### src/hdl/pcf_params.svh
// Constants for the per-PLL control and status field logic.
`ifndef PCF_PARAMS_SVH
`define PCF_PARAMS_SVH
`define PCF_NUM_PLLS 3
`define PCF_PDIV_W 17
`define PCF_M1_W 17
`define PCF_MINT_W 8
`define PCF_MFRAC_W 18
`define PCF_NDIV_W 11
`define PCF_BW_W 7
`define PCF_DRV_LVPECL 1'h0
`define PCF_DRV_LVDS 1'h1
`define PCF_MODE_LBW 2'h0
`define PCF_MODE_SYN 2'h1
`define PCF_MODE_HBW0 2'h2
`define PCF_MODE_HBW1 2'h3
`define PCF_POL_PIN 2'h0
`define PCF_POL_NONREV 2'h1
`define PCF_POL_REV 2'h2
`define PCF_POL_REG 2'h3
`define PCF_ADC_DIV16 2'h0
`define PCF_ADC_DIV8 2'h1
`define PCF_ADC_DIV4 2'h2
`define PCF_ADC_DIV2 2'h3
`define PCF_DIVEXP_W 3
`define PCF_ADC_EXP_BASE 3'h4
`define PCF_LCKWIN_BASE_US 2
`define PCF_CLK_MHZ 100
`define PCF_LCKWIN_W 13
`endif

### src/hdl/pcf_pkg.sv
// Types shared by the PLL control and status field logic.
`default_nettype none
`include "pcf_params.svh"
package pcf_pkg;
  typedef enum logic [1:0] {
    PCF_LOW_BW,
    PCF_SYNTH,
    PCF_HIGH_BW
  } pcf_mode_t;
  typedef enum logic [1:0] {
    PCF_SEL_PIN,
    PCF_SEL_NONREV,
    PCF_SEL_REV,
    PCF_SEL_REG
  } pcf_policy_t;
  // Control fields of one PLL as software writes them.
  typedef struct packed {
    logic first_output_driver_type;
    logic second_output_driver_type;
    logic [`PCF_PDIV_W-1:0] reference_predivider;
    logic [`PCF_M1_W-1:0] lower_loop_feedback_divider;
    logic [`PCF_MINT_W-1:0] upper_feedback_integer_part;
    logic [`PCF_MFRAC_W-1:0] upper_feedback_fraction_part;
    logic [`PCF_NDIV_W-1:0] output_divider;
    logic [`PCF_BW_W-1:0] internal_operation_settings;
    logic [1:0] operating_mode_field;
    logic first_output_enable;
    logic second_output_enable;
    logic [1:0] input_selection_policy;
    logic input_select_bit;
    logic [1:0] sampling_rate_field;
    logic [1:0] lock_window_field;
    logic reference_doubler_bit;
  } pcf_ctrl_t;
  // Raw condition inputs of one PLL from the analog monitors.
  typedef struct packed {
    logic input_zero_bad;
    logic input_one_bad;
    logic reference_bad;
    logic locked;
    logic out_of_spec;
  } pcf_cond_t;
  // Status fields of one PLL as software reads them.
  typedef struct packed {
    logic active_input_indicator;
    logic frozen_tracking_flag;
    logic input_one_fault_flag;
    logic input_zero_fault_flag;
    logic reference_fault_flag;
    logic pll_locked_flag;
  } pcf_stat_t;
  // Decoded settings handed to the analog side of one PLL.
  typedef struct packed {
    pcf_mode_t mode;
    logic first_lvds;
    logic second_lvds;
    logic first_on;
    logic second_on;
    logic ref_doubled;
    logic [`PCF_DIVEXP_W-1:0] adc_div_exp;
    logic [`PCF_LCKWIN_W-1:0] lock_window_cycles;
  } pcf_decode_t;
endpackage
`default_nettype wire

### src/hdl/pcf_input_select.sv
// Input clock selection and fail-over for one PLL.
`default_nettype none
`include "pcf_params.svh"
module pcf_input_select
  import pcf_pkg::*;
(
  // Clock and reset.
  input wire logic clk_in,
  input wire logic rst_in,
  // Policy and selection controls.
  input wire logic [1:0] policy_in,
  input wire logic select_bit_in,
  input wire logic select_pin_in,
  // Synchronised input health.
  input wire logic zero_bad_in,
  input wire logic one_bad_in,
  // Selected input.
  output logic active_out
);
  logic active_reg;
  logic active_next;
  logic primary_bad;
  logic active_bad;
  logic other_bad;

  assign active_out = active_reg;

  // Health of the primary, the active and the standby input.
  always_comb begin
    primary_bad = select_bit_in ? one_bad_in : zero_bad_in;
    active_bad = active_reg ? one_bad_in : zero_bad_in;
    other_bad = active_reg ? zero_bad_in : one_bad_in;
  end

  // Next active input according to the selection policy.
  always_comb begin
    active_next = active_reg;
    unique case (policy_in)
      `PCF_POL_PIN: active_next = select_pin_in;
      `PCF_POL_REG: active_next = select_bit_in;
      `PCF_POL_NONREV: begin
        // Stay on whatever input works; leave only when it fails.
        if (active_bad && !other_bad) begin
          active_next = ~active_reg;
        end
      end
      `PCF_POL_REV: begin
        // Return to the primary as soon as it is good again.
        if (!primary_bad) begin
          active_next = select_bit_in;
        end else if (active_bad && !other_bad) begin
          active_next = ~active_reg;
        end
      end
    endcase
  end

  // Active input register follows fail-over.
  always_ff @(posedge clk_in) begin
    if (rst_in) begin
      active_reg <= 1'h0;
    end else begin
      active_reg <= active_next;
    end
  end
endmodule
`default_nettype wire

### src/hdl/pcf_top.sv
// Control and status field logic for the three PLLs of the clock translator.
// How it works
// - First output pair driver: 0 gives LVPECL style, 1 gives LVDS style.
// - Second output pair driver: 0 gives LVPECL style, 1 gives LVDS style.
// - Hold 17-bit predivider, 17-bit lower divider, 8-bit integer, 11-bit output divider.
// - Hold an 18-bit fraction paired with the upper integer divider.
// - Mode 00 low bandwidth, 01 synthesizer, 10 or 11 high bandwidth.
// - First output enable bit 0 disables, 1 enables the first pair.
// - Second output enable bit 0 disables, 1 enables the second pair.
// - Policy 00 pin, 01 auto non-revertive, 10 auto revertive, 11 register.
// - Register manual mode: select bit 0 picks input zero, 1 input one.
// - Automatic modes: select bit names the primary input only; the non-revertive policy ignores it.
// - Pin manual mode ignores the select bit and follows the pin.
// - Sampling code 00..11 divides reference by 16, 8, 4, 2.
// - Lock window code 00..11 gives 2, 4, 8, 16 microseconds.
// - Doubler bit doubles the reference before the phase detector.
// - Input zero fault flag is 1 while bad, clears itself when good.
// - Input one fault flag is 1 while bad, clears itself when good.
// - Reference fault flag is 1 while bad, clears itself when good.
// - Lock flag reads 1 when locked and is mirrored on a lock pin.
// - Holdover flag is 1 while out of spec and oscillator is frozen.
// - Active input flag shows the feeding input and follows fail-over.
// - Hold a 7-bit mode dependent internal settings field.
// - Each of three PLLs has its own independent copy of the fields.
`default_nettype none
`include "pcf_params.svh"
module pcf_top
  import pcf_pkg::*;
#(
  parameter int NUM_PLLS = `PCF_NUM_PLLS
)(
  // Clock and reset.
  input wire logic CLK_IN,
  input wire logic SYS_RST_IN,
  // Control field write port, one strobe per PLL.
  input wire logic [NUM_PLLS-1:0] CTRL_WR_IN,
  input wire pcf_ctrl_t CTRL_DATA_IN,
  // Pins and analog monitor conditions per PLL.
  input wire logic [NUM_PLLS-1:0] SELECT_PIN_IN,
  input wire pcf_cond_t [NUM_PLLS-1:0] COND_IN,
  // Readback of control and status fields.
  output pcf_ctrl_t [NUM_PLLS-1:0] CTRL_OUT,
  output pcf_stat_t [NUM_PLLS-1:0] STAT_OUT,
  // Decoded settings to the analog side.
  output pcf_decode_t [NUM_PLLS-1:0] DECODE_OUT,
  // Lock indicator pins.
  output logic [NUM_PLLS-1:0] LOCK_PIN_OUT
);
  localparam int CW = $bits(pcf_cond_t);

  // Every PLL is one independent copy of the same field logic.
  for (genvar p = 0; p < NUM_PLLS; p++) begin : g_pll
    pcf_ctrl_t ctrl_reg;
    pcf_stat_t stat_reg;
    pcf_decode_t decode_reg;
    pcf_decode_t decode_next;
    logic lock_pin_reg;
    logic [CW-1:0] cond_meta_reg;
    logic [CW-1:0] cond_sync_reg;
    logic sel_meta_reg;
    logic sel_sync_reg;
    pcf_cond_t cond;
    logic active;

    assign cond = pcf_cond_t'(cond_sync_reg);

    // Two-stage synchronisers for the asynchronous monitor lines and pin.
    always_ff @(posedge CLK_IN) begin
      if (SYS_RST_IN) begin
        cond_meta_reg <= '0;
        cond_sync_reg <= '0;
        sel_meta_reg <= 1'h0;
        sel_sync_reg <= 1'h0;
      end else begin
        cond_meta_reg <= COND_IN[p];
        cond_sync_reg <= cond_meta_reg;
        sel_meta_reg <= SELECT_PIN_IN[p];
        sel_sync_reg <= sel_meta_reg;
      end
    end

    // Control fields load whole from the write port; reserved bits are not stored.
    always_ff @(posedge CLK_IN) begin
      if (SYS_RST_IN) begin
        ctrl_reg <= '0;
      end else if (CTRL_WR_IN[p]) begin
        ctrl_reg <= CTRL_DATA_IN;
      end
    end

    // Fail-over logic picks the input that feeds this PLL.
    pcf_input_select u_sel (
      .clk_in(CLK_IN),
      .rst_in(SYS_RST_IN),
      .policy_in(ctrl_reg.input_selection_policy),
      .select_bit_in(ctrl_reg.input_select_bit),
      .select_pin_in(sel_sync_reg),
      .zero_bad_in(cond.input_zero_bad),
      .one_bad_in(cond.input_one_bad),
      .active_out(active)
    );

    // Status flags follow live conditions and the active input; the write port cannot load them directly.
    always_ff @(posedge CLK_IN) begin
      if (SYS_RST_IN) begin
        stat_reg <= '0;
      end else begin
        stat_reg.input_zero_fault_flag <= cond.input_zero_bad;
        stat_reg.input_one_fault_flag <= cond.input_one_bad;
        stat_reg.reference_fault_flag <= cond.reference_bad;
        stat_reg.pll_locked_flag <= cond.locked;
        stat_reg.frozen_tracking_flag <= cond.out_of_spec;
        stat_reg.active_input_indicator <= active;
      end
    end

    // Lock pin mirrors the same condition as the lock flag.
    always_ff @(posedge CLK_IN) begin
      if (SYS_RST_IN) begin
        lock_pin_reg <= 1'h0;
      end else begin
        lock_pin_reg <= cond.locked;
      end
    end

    // Decode control fields into settings for the analog side.
    always_comb begin
      decode_next = '0;
      unique case (ctrl_reg.operating_mode_field)
        `PCF_MODE_LBW: decode_next.mode = PCF_LOW_BW;
        `PCF_MODE_SYN: decode_next.mode = PCF_SYNTH;
        `PCF_MODE_HBW0, `PCF_MODE_HBW1: decode_next.mode = PCF_HIGH_BW;
      endcase
      decode_next.first_lvds = (ctrl_reg.first_output_driver_type == `PCF_DRV_LVDS);
      decode_next.second_lvds =
        (ctrl_reg.second_output_driver_type == `PCF_DRV_LVDS);
      decode_next.first_on = ctrl_reg.first_output_enable;
      decode_next.second_on = ctrl_reg.second_output_enable;
      decode_next.ref_doubled = ctrl_reg.reference_doubler_bit;
      // Divide exponent: code 00 is 2^4 = 16 down to code 11 is 2^1 = 2.
      decode_next.adc_div_exp = `PCF_ADC_EXP_BASE
        - {1'h0, ctrl_reg.sampling_rate_field};
      // Window in clock cycles: 2 us doubled per code step.
      decode_next.lock_window_cycles = `PCF_LCKWIN_W'(
        (`PCF_LCKWIN_BASE_US * `PCF_CLK_MHZ) << ctrl_reg.lock_window_field);
    end

    always_ff @(posedge CLK_IN) begin
      if (SYS_RST_IN) begin
        decode_reg <= '0;
      end else begin
        decode_reg <= decode_next;
      end
    end

    assign CTRL_OUT[p] = ctrl_reg;
    assign STAT_OUT[p] = stat_reg;
    assign DECODE_OUT[p] = decode_reg;
    assign LOCK_PIN_OUT[p] = lock_pin_reg;
  end
endmodule
`default_nettype wire

### config.mk
export PLATFORM = sky130hd
export DESIGN_NAME = pcf_top
export DESIGN_NICKNAME = d
export VERILOG_FILES = /design/src/hdl/pcf_pkg.sv /design/src/hdl/pcf_input_select.sv /design/src/hdl/pcf_top.sv
export VERILOG_INCLUDE_DIRS = /design/src /design/src/hdl
export SDC_FILE = /design/constraint.sdc
export NUM_CORES = 1
export LEC_CHECK = 0
export BUFFER_PORTS_ARGS = -buffer_cell sky130_fd_sc_hd__buf_2
export CAP_MARGIN = 30
export CELL_PAD_IN_SITES_DETAIL_PLACEMENT = 1
export CELL_PAD_IN_SITES_GLOBAL_PLACEMENT = 1
export CORE_MARGIN = 5
export CORE_UTILIZATION = 40
export DETAILED_ROUTE_END_ITERATION = 12
export HOLD_SLACK_MARGIN = 0.06
export PLACE_DENSITY = 0.92
export SYNTH_ARGS = -nofsm -noshare
export SYNTH_HDL_FRONTEND = slang
export SYNTH_SLANG_ARGS = --single-unit
export TNS_END_PERCENT = 20
### constraint.sdc
create_clock -name CLK_IN -period 1.9 [get_ports CLK_IN]
set_input_delay 0.285 -clock CLK_IN [delete_from_list [all_inputs] [get_ports CLK_IN]]
set_output_delay 0.285 -clock CLK_IN [all_outputs]
set_load 0.02 [all_outputs]
==> results.yml, run 1 <==
sta:
  holdWs_ps: 81.37
  period_needed_ps: 1606
  hold_viol: 0
  fin_crit_sh_pct: 84.55
  rsz0062_at_grt: "false"
  finalSetupTns_ps: 0
  final-setup-viol-count: 0
  slew_violations: 0
  finClkSkew_ps: 10.29
  finalWorstSetupSlack_ps: 293.6
  fmax_mhz: 622.5
global_routing:
  grt_usage_pct: 28.36
  grt-ovfl-total: 0
  grt_start_max_net_pins: 64
  grt_pass1_vias: 12700
  grt_pass1_wl_um: 80600
  antenna_found_initial: 1
worst_setup_path:
  crit_chain: "buf_2"
  cp-endpoint: "CTRL_OUT[2]"
  r2r_start: "CTRL_OUT[3]$_SDFFE_PP0P_"
  crit_path_max_fanout: 6
  worst-path-stages: 1
  slowest_delay_ps: 550
  rr_worst_depth: 3
  worst_ep_required_time_ps: 1620
  cp_num_buf_inv: 1
  crit_path_start: "CTRL_OUT[2]$_SDFFE_PP0P_"
  critPathKind: "flop to output port"
  cp_top_family: "flip-flops"
  worstPathArrival_ps: 1320
  end_kind: "output port"
  timing.rr.end: "DECODE_OUT[14]$_SDFF_PP0_"
  r2r_slack_ps: 550
  crit_path_top_delay_cell: "dfxtp_1"
  start_kind: "flop"
die:
  initial_core_util_pct: 40.60
  rows: 66
  die_y_um: 192.0
  die-area_um2: 36840
  ios: 481
  core_um2: 32620
  dieWidth_um: 192.0
clock_tree:
  cts-root-buf: "clkbuf_16"
  clk-insertion-delay-late_ps: 520
  cts_made_buffers: 41
  cts.clk_slew.worst_paths_ps: 70
  cts_tree: "built"
  cts_buffer_depth: 3
  cts_setup_buffers: 0
  htreeDepth: 2
  cts.sinks: 387
logic_synthesis:
  ys_warn_count: 0
  ys_seq_area_share_pct: 58.50
  ys.flop_type: "dfxtp_1"
  synth_cells: 1206
  synth_seq_cells: 387
  avgSynthCellArea_um2: 10.98
  synth_edf_count: 0
  synth_top_area_share_pct: 58.50
  syn_area_um2: 13240
  synthArstFlopShare_pct: 0
  yosysUniqueCellTypes: 27
  synth.area.top_cells: "dfxtp_1 59%, mux2i_1 21%, nor2_1 8.2%"
  yosysTopAreaCell: "dfxtp_1"
layout:
  largest_register_ffs: 276
  nNetsFinal: 1842
  final_common_cell: "buf_2"
  drive_gt1_share_pct: 31.49
  most-common-layout-cells: "461 x buf_2, 387 x dfxtp_1, 288 x nor2_1"
  areaGrowthSynthToFinish_pct: 36.11
route:
  drt_iter0_drc: 479
  route.antenna.remaining_nets: 0
  dr.pass1.iters: 4
  drt-total-wl_um: 54120
  wl_per_cell_um: 24.61
  drc: 0
  via_count: 10970
  routed_via_density: 4.986
worst_hold_path:
  worstHoldPathType: "input pin to flop"
pwr:
  peakVddDrop_mv: 0.7219
  p_total_mw: 19.88
  power_density_nw_per_um2: 1103
  p_leak_nw: 9.152
outcome:
  status: "finished clean"
placed_design:
  dp_hpwl_um: 31500
  dpl_worst_slack_ps: 544.2
  gp_congestion: 0.8084
  io_buffers: 465
flow_run:
  drv_cap: 0
[cell families after synthesis]
kind of cell,after synthesis,share of synthesized area [%]
compound gates,15,0.8692
xor+xnor,3,0.1984
fa+ha+maj,3,0.2835
buf+inv,127,6.160
flops,387,58.50
mux,276,20.86
other cells,1,0.02832
simple gates,394,13.10
[worst min-delay path by stage]
stage	from	end	slack (ps)	cells after the start
3_3_place_gp	g_pll[1].cond_meta_reg[0]$_SDFF_PP0_	g_pll[1].cond[0]$_SDFF_PP0_	420	1
2_1_floorplan	COND_IN[3]	g_pll[0].cond_meta_reg[3]$_SDFF_PP0_	410	1
4_1_cts	CTRL_DATA_IN[50]	CTRL_OUT[50]$_SDFFE_PP0P_	60	3
6_report	CTRL_DATA_IN[3]	CTRL_OUT[3]$_SDFFE_PP0P_	80	3
3_5_place_dp	g_pll[1].cond_meta_reg[0]$_SDFF_PP0_	g_pll[1].cond[0]$_SDFF_PP0_	430	1
5_1_grt	CTRL_DATA_IN[50]	CTRL_OUT[234]$_SDFFE_PP0P_	60	3
[per-stage QoR]
step / instance area (um^2) / std cells / util, %
after global placement: 15740 / 2033 / 48.24
after CTS: 18020 / 2198 / 55.25
after floorplan: 13300 / 1220 / -
after global routing: 18020 / 2199 / 55.26
final: 18020 / 2199 / 55.26
after detailed placement: 15740 / 2033 / 48.24
[synth_stat cells, types with 2 or more instances]
cell,n
nor2_1,288
and3_1,2
buf_2,37
nor3_1,4
a211o_1,2
a31oi_1,4
and2_1,6
nor3b_1,3
dfxtp_1,387
ha_1,3
inv_1,10
buf_4,71
a2111o_1,2
o21bai_1,3
nand2_1,3
xnor2_1,3
nor2b_1,87
buf_6,3
clkbuf_1,5
mux2i_1,276
[where the power goes]
part	switching [mW]	total [mW]	internal, mW
clock network	3.48	8.40	4.91
registers	0.314	8.89	8.57
logic	1.64	2.60	0.956
total	5.44	19.9	14.4
[layer usage]
metal / share of wire [%] / routed length, um / up-vias / global-route usage, %
li1: - / - / 4909 / -
met1: 35 / 18800 / 5303 / 28.88
met2: 51 / 27660 / 551 / 51.24
met3: 8.0 / 4336 / 202 / 8.670
met4: 6.1 / 3319 / 0 / 16.24
met5: 0 / 0 / - / 0
[cell type report]
cell class                      instances  area, um^2
Antenna cell                            1       2.502
Tap cell                              442       553.0
Sequential cell                       387        7747
Timing Repair Buffer                  578        3567
Fill cell                            3536       14590
Inverter                               10       37.54
Clock inverter                         16       200.2
Multi-Input combinational cell        706        4732
Clock buffer                           59        1185
[repair_timing]
item | 4_1_cts | 5_1_grt
setup endpoints to repair | 0 | 0
resized for setup | 0 | 0
hold buffers | 90 | 0
hold endpoints to repair | 165 | 0
Power figures use the tool's default switching activity.
==> inputs of run 2 (changes only) <==
--- a/config.mk
+++ b/config.mk
@@ -11,10 +11,10 @@
 export CELL_PAD_IN_SITES_DETAIL_PLACEMENT = 1
 export CELL_PAD_IN_SITES_GLOBAL_PLACEMENT = 1
 export CORE_MARGIN = 5
-export CORE_UTILIZATION = 40
+export CORE_UTILIZATION = 34
 export DETAILED_ROUTE_END_ITERATION = 12
 export HOLD_SLACK_MARGIN = 0.06
-export PLACE_DENSITY = 0.92
+export PLACE_DENSITY = 0.84
 export SYNTH_ARGS = -nofsm -noshare
 export SYNTH_HDL_FRONTEND = slang
 export SYNTH_SLANG_ARGS = --single-unit
==> constraint.sdc (replaced) <==
create_clock -name CLK_IN -period 1.45 [get_ports CLK_IN]
set_input_delay 0.2175 -clock CLK_IN [delete_from_list [all_inputs] [get_ports CLK_IN]]
set_output_delay 0.2175 -clock CLK_IN [all_outputs]
set_load 0.02 [all_outputs]
==> run 2 against run 1 <==
Clock-buffer cell count up 3; die area up 17%; first-iteration DRC count is 20% lower; critical path type unchanged; critical endpoint is now CTRL_OUT[99]; highest routed layer unchanged.
==> results.yml, run 2 (synthesis gave the netlist of run 1 again) <==
outcome:
  status: "finished clean"
sta:
  finalWorstSetupSlack_ps: 40.33
  fin_crit_sh_pct: 97.22
  final-setup-viol-count: 0
  fmax_mhz: 709.4
  finalSetupTns_ps: 0
  finClkSkew_ps: 21.11
  rsz0062_at_grt: "false"
  slew_violations: 0
  holdWs_ps: 113.0
  period_needed_ps: 1410
  hold_viol: 0
layout:
  areaGrowthSynthToFinish_pct: 39.88
  final_util_pct: 48.04
  stdcell_count: 2319
  multi_input_area_um2: 4732
  drive_gt1_share_pct: 32.41
  design_area_um2: 18520
  fillers: 4278
  most-common-layout-cells: "461 x buf_2, 373 x dfxtp_1, 288 x nor2_1"
  final_common_cell: "buf_2"
  nNetsFinal: 1886
  largest_register_ffs: 276
  regArea_um2: 7770
worst_setup_path:
  cp_top_family: "flip-flops"
  worstPathArrival_ps: 1190
  crit_chain: "buf_2"
  start_kind: "flop"
  crit_path_top_delay_cell: "dfxtp_1"
  cp_num_buf_inv: 1
  critPathKind: "flop to output port"
  slowest_delay_ps: 430
  worst_ep_required_time_ps: 1230
  end_kind: "output port"
  crit_path_max_fanout: 5
pwr:
  peakVddDrop_mv: 0.9523
  p_leak_nw: 9.342
  p_total_mw: 25.52
  power_density_nw_per_um2: 1378
placed_design:
  io_buffers: 465
  gp_congestion: 0.8142
  dp.cells: 2129
  placed_area_um2: 16020
  dpl_worst_slack_ps: 268.7
  dp_hpwl_um: 30220
global_routing:
  grt_usage_pct: 21.69
  grt_pass1_wl_um: 74540
  grt-ovfl-total: 0
  antenna_found_initial: 2
  grt_pass1_vias: 12180
  grt_start_max_net_pins: 43
clock_tree:
  cts.clk_slew.worst_paths_ps: 60
  clk-insertion-delay-late_ps: 550
  cts_buffer_depth: 3
  cts.sinks: 387
  cts-root-buf: "clkbuf_16"
  cts_setup_buffers: 0
  cts_made_buffers: 41
  cts_tree: "built"
  htreeDepth: 2
die:
  ios: 481
  core_um2: 38560
  die_y_um: 207.4
  dieWidth_um: 207.4
  rows: 72
  initial_core_util_pct: 34.35
  die-area_um2: 43000
route:
  wl_per_cell_um: 21.05
  routed_via_density: 4.658
  drt-total-wl_um: 48820
  drt_iter0_drc: 382
  dr.pass1.iters: 4
  drc: 0
  via_count: 10800
  route.antenna.remaining_nets: 0
flow_run:
  drv_cap: 0
worst_hold_path:
  worstHoldPathType: "input pin to flop"
==> run 2: cell count changes in the layout (fill, tap and decap cells not counted), moves of 2 or more <==
cell and delta:
dfxtp_4 +2, dfxtp_1 -14, dlygate4sd3_1 +24, buf_12 +3, bufinv_16 -2, dfxtp_2 +12, buf_4 +17, clkinv_2 -3
clkbuf_1 +3
==> run 2: path summary, 6_finish.rpt <==
check / start / to / slack [ps] / depth (start not counted)
setup reg to reg: g_pll[1].cond[4]$_SDFF_PP0_ / g_pll[1].u_sel.active_out$_SDFF_PP0_ / 290 / 3
hold reg to reg: g_pll[2].sel_meta_reg$_SDFF_PP0_ / g_pll[2].sel_sync_reg$_SDFF_PP0_ / 440 / 1
hold / removal: CTRL_WR_IN[1] / CTRL_OUT[94]$_SDFFE_PP0P_ / 110 / 3
setup / recovery: CTRL_OUT[99]$_SDFFE_PP0P_ / CTRL_OUT[99] / 40 / 1
==> run 2: what timing repair did <==
action / CTS / global route
setup endpoints to repair: 11 / 4
hold buffers: 114 / 0
resized for setup: 12 / 4
hold endpoints to repair: 307 / 0
==> run 2: report_power, final <==
part	total [mW]	internal, mW	switching [mW]
Clock	10.5	6.14	4.36
Sequential	11.6	11.2	0.382
Combinational	3.40	1.34	2.07
==> run 2: area by class of cell <==
cell class,instances,area share (%)
clock inverters,12,0.6957
flip-flops and latches,387,41.95
multi-input cells,706,25.55
repair buffers,622,21.57
well taps,518,3.499
clock buffers,62,6.518
diodes,2,0.02702
inverters,10,0.2026
==> run 2: worst reg2reg max path, stage by stage, from the launching register on <==
cell      delay [ps]
dfxtp_1          370
nand2_1          110
a2111o_1         450
a31oi_1          160
==> run 2: per-layer routing <==
layer  wire [um]  track usage [%]
met5           0                0
met1       18320            23.33
met3        3432            6.453
met2       25250            39.95
met4        1817            8.345
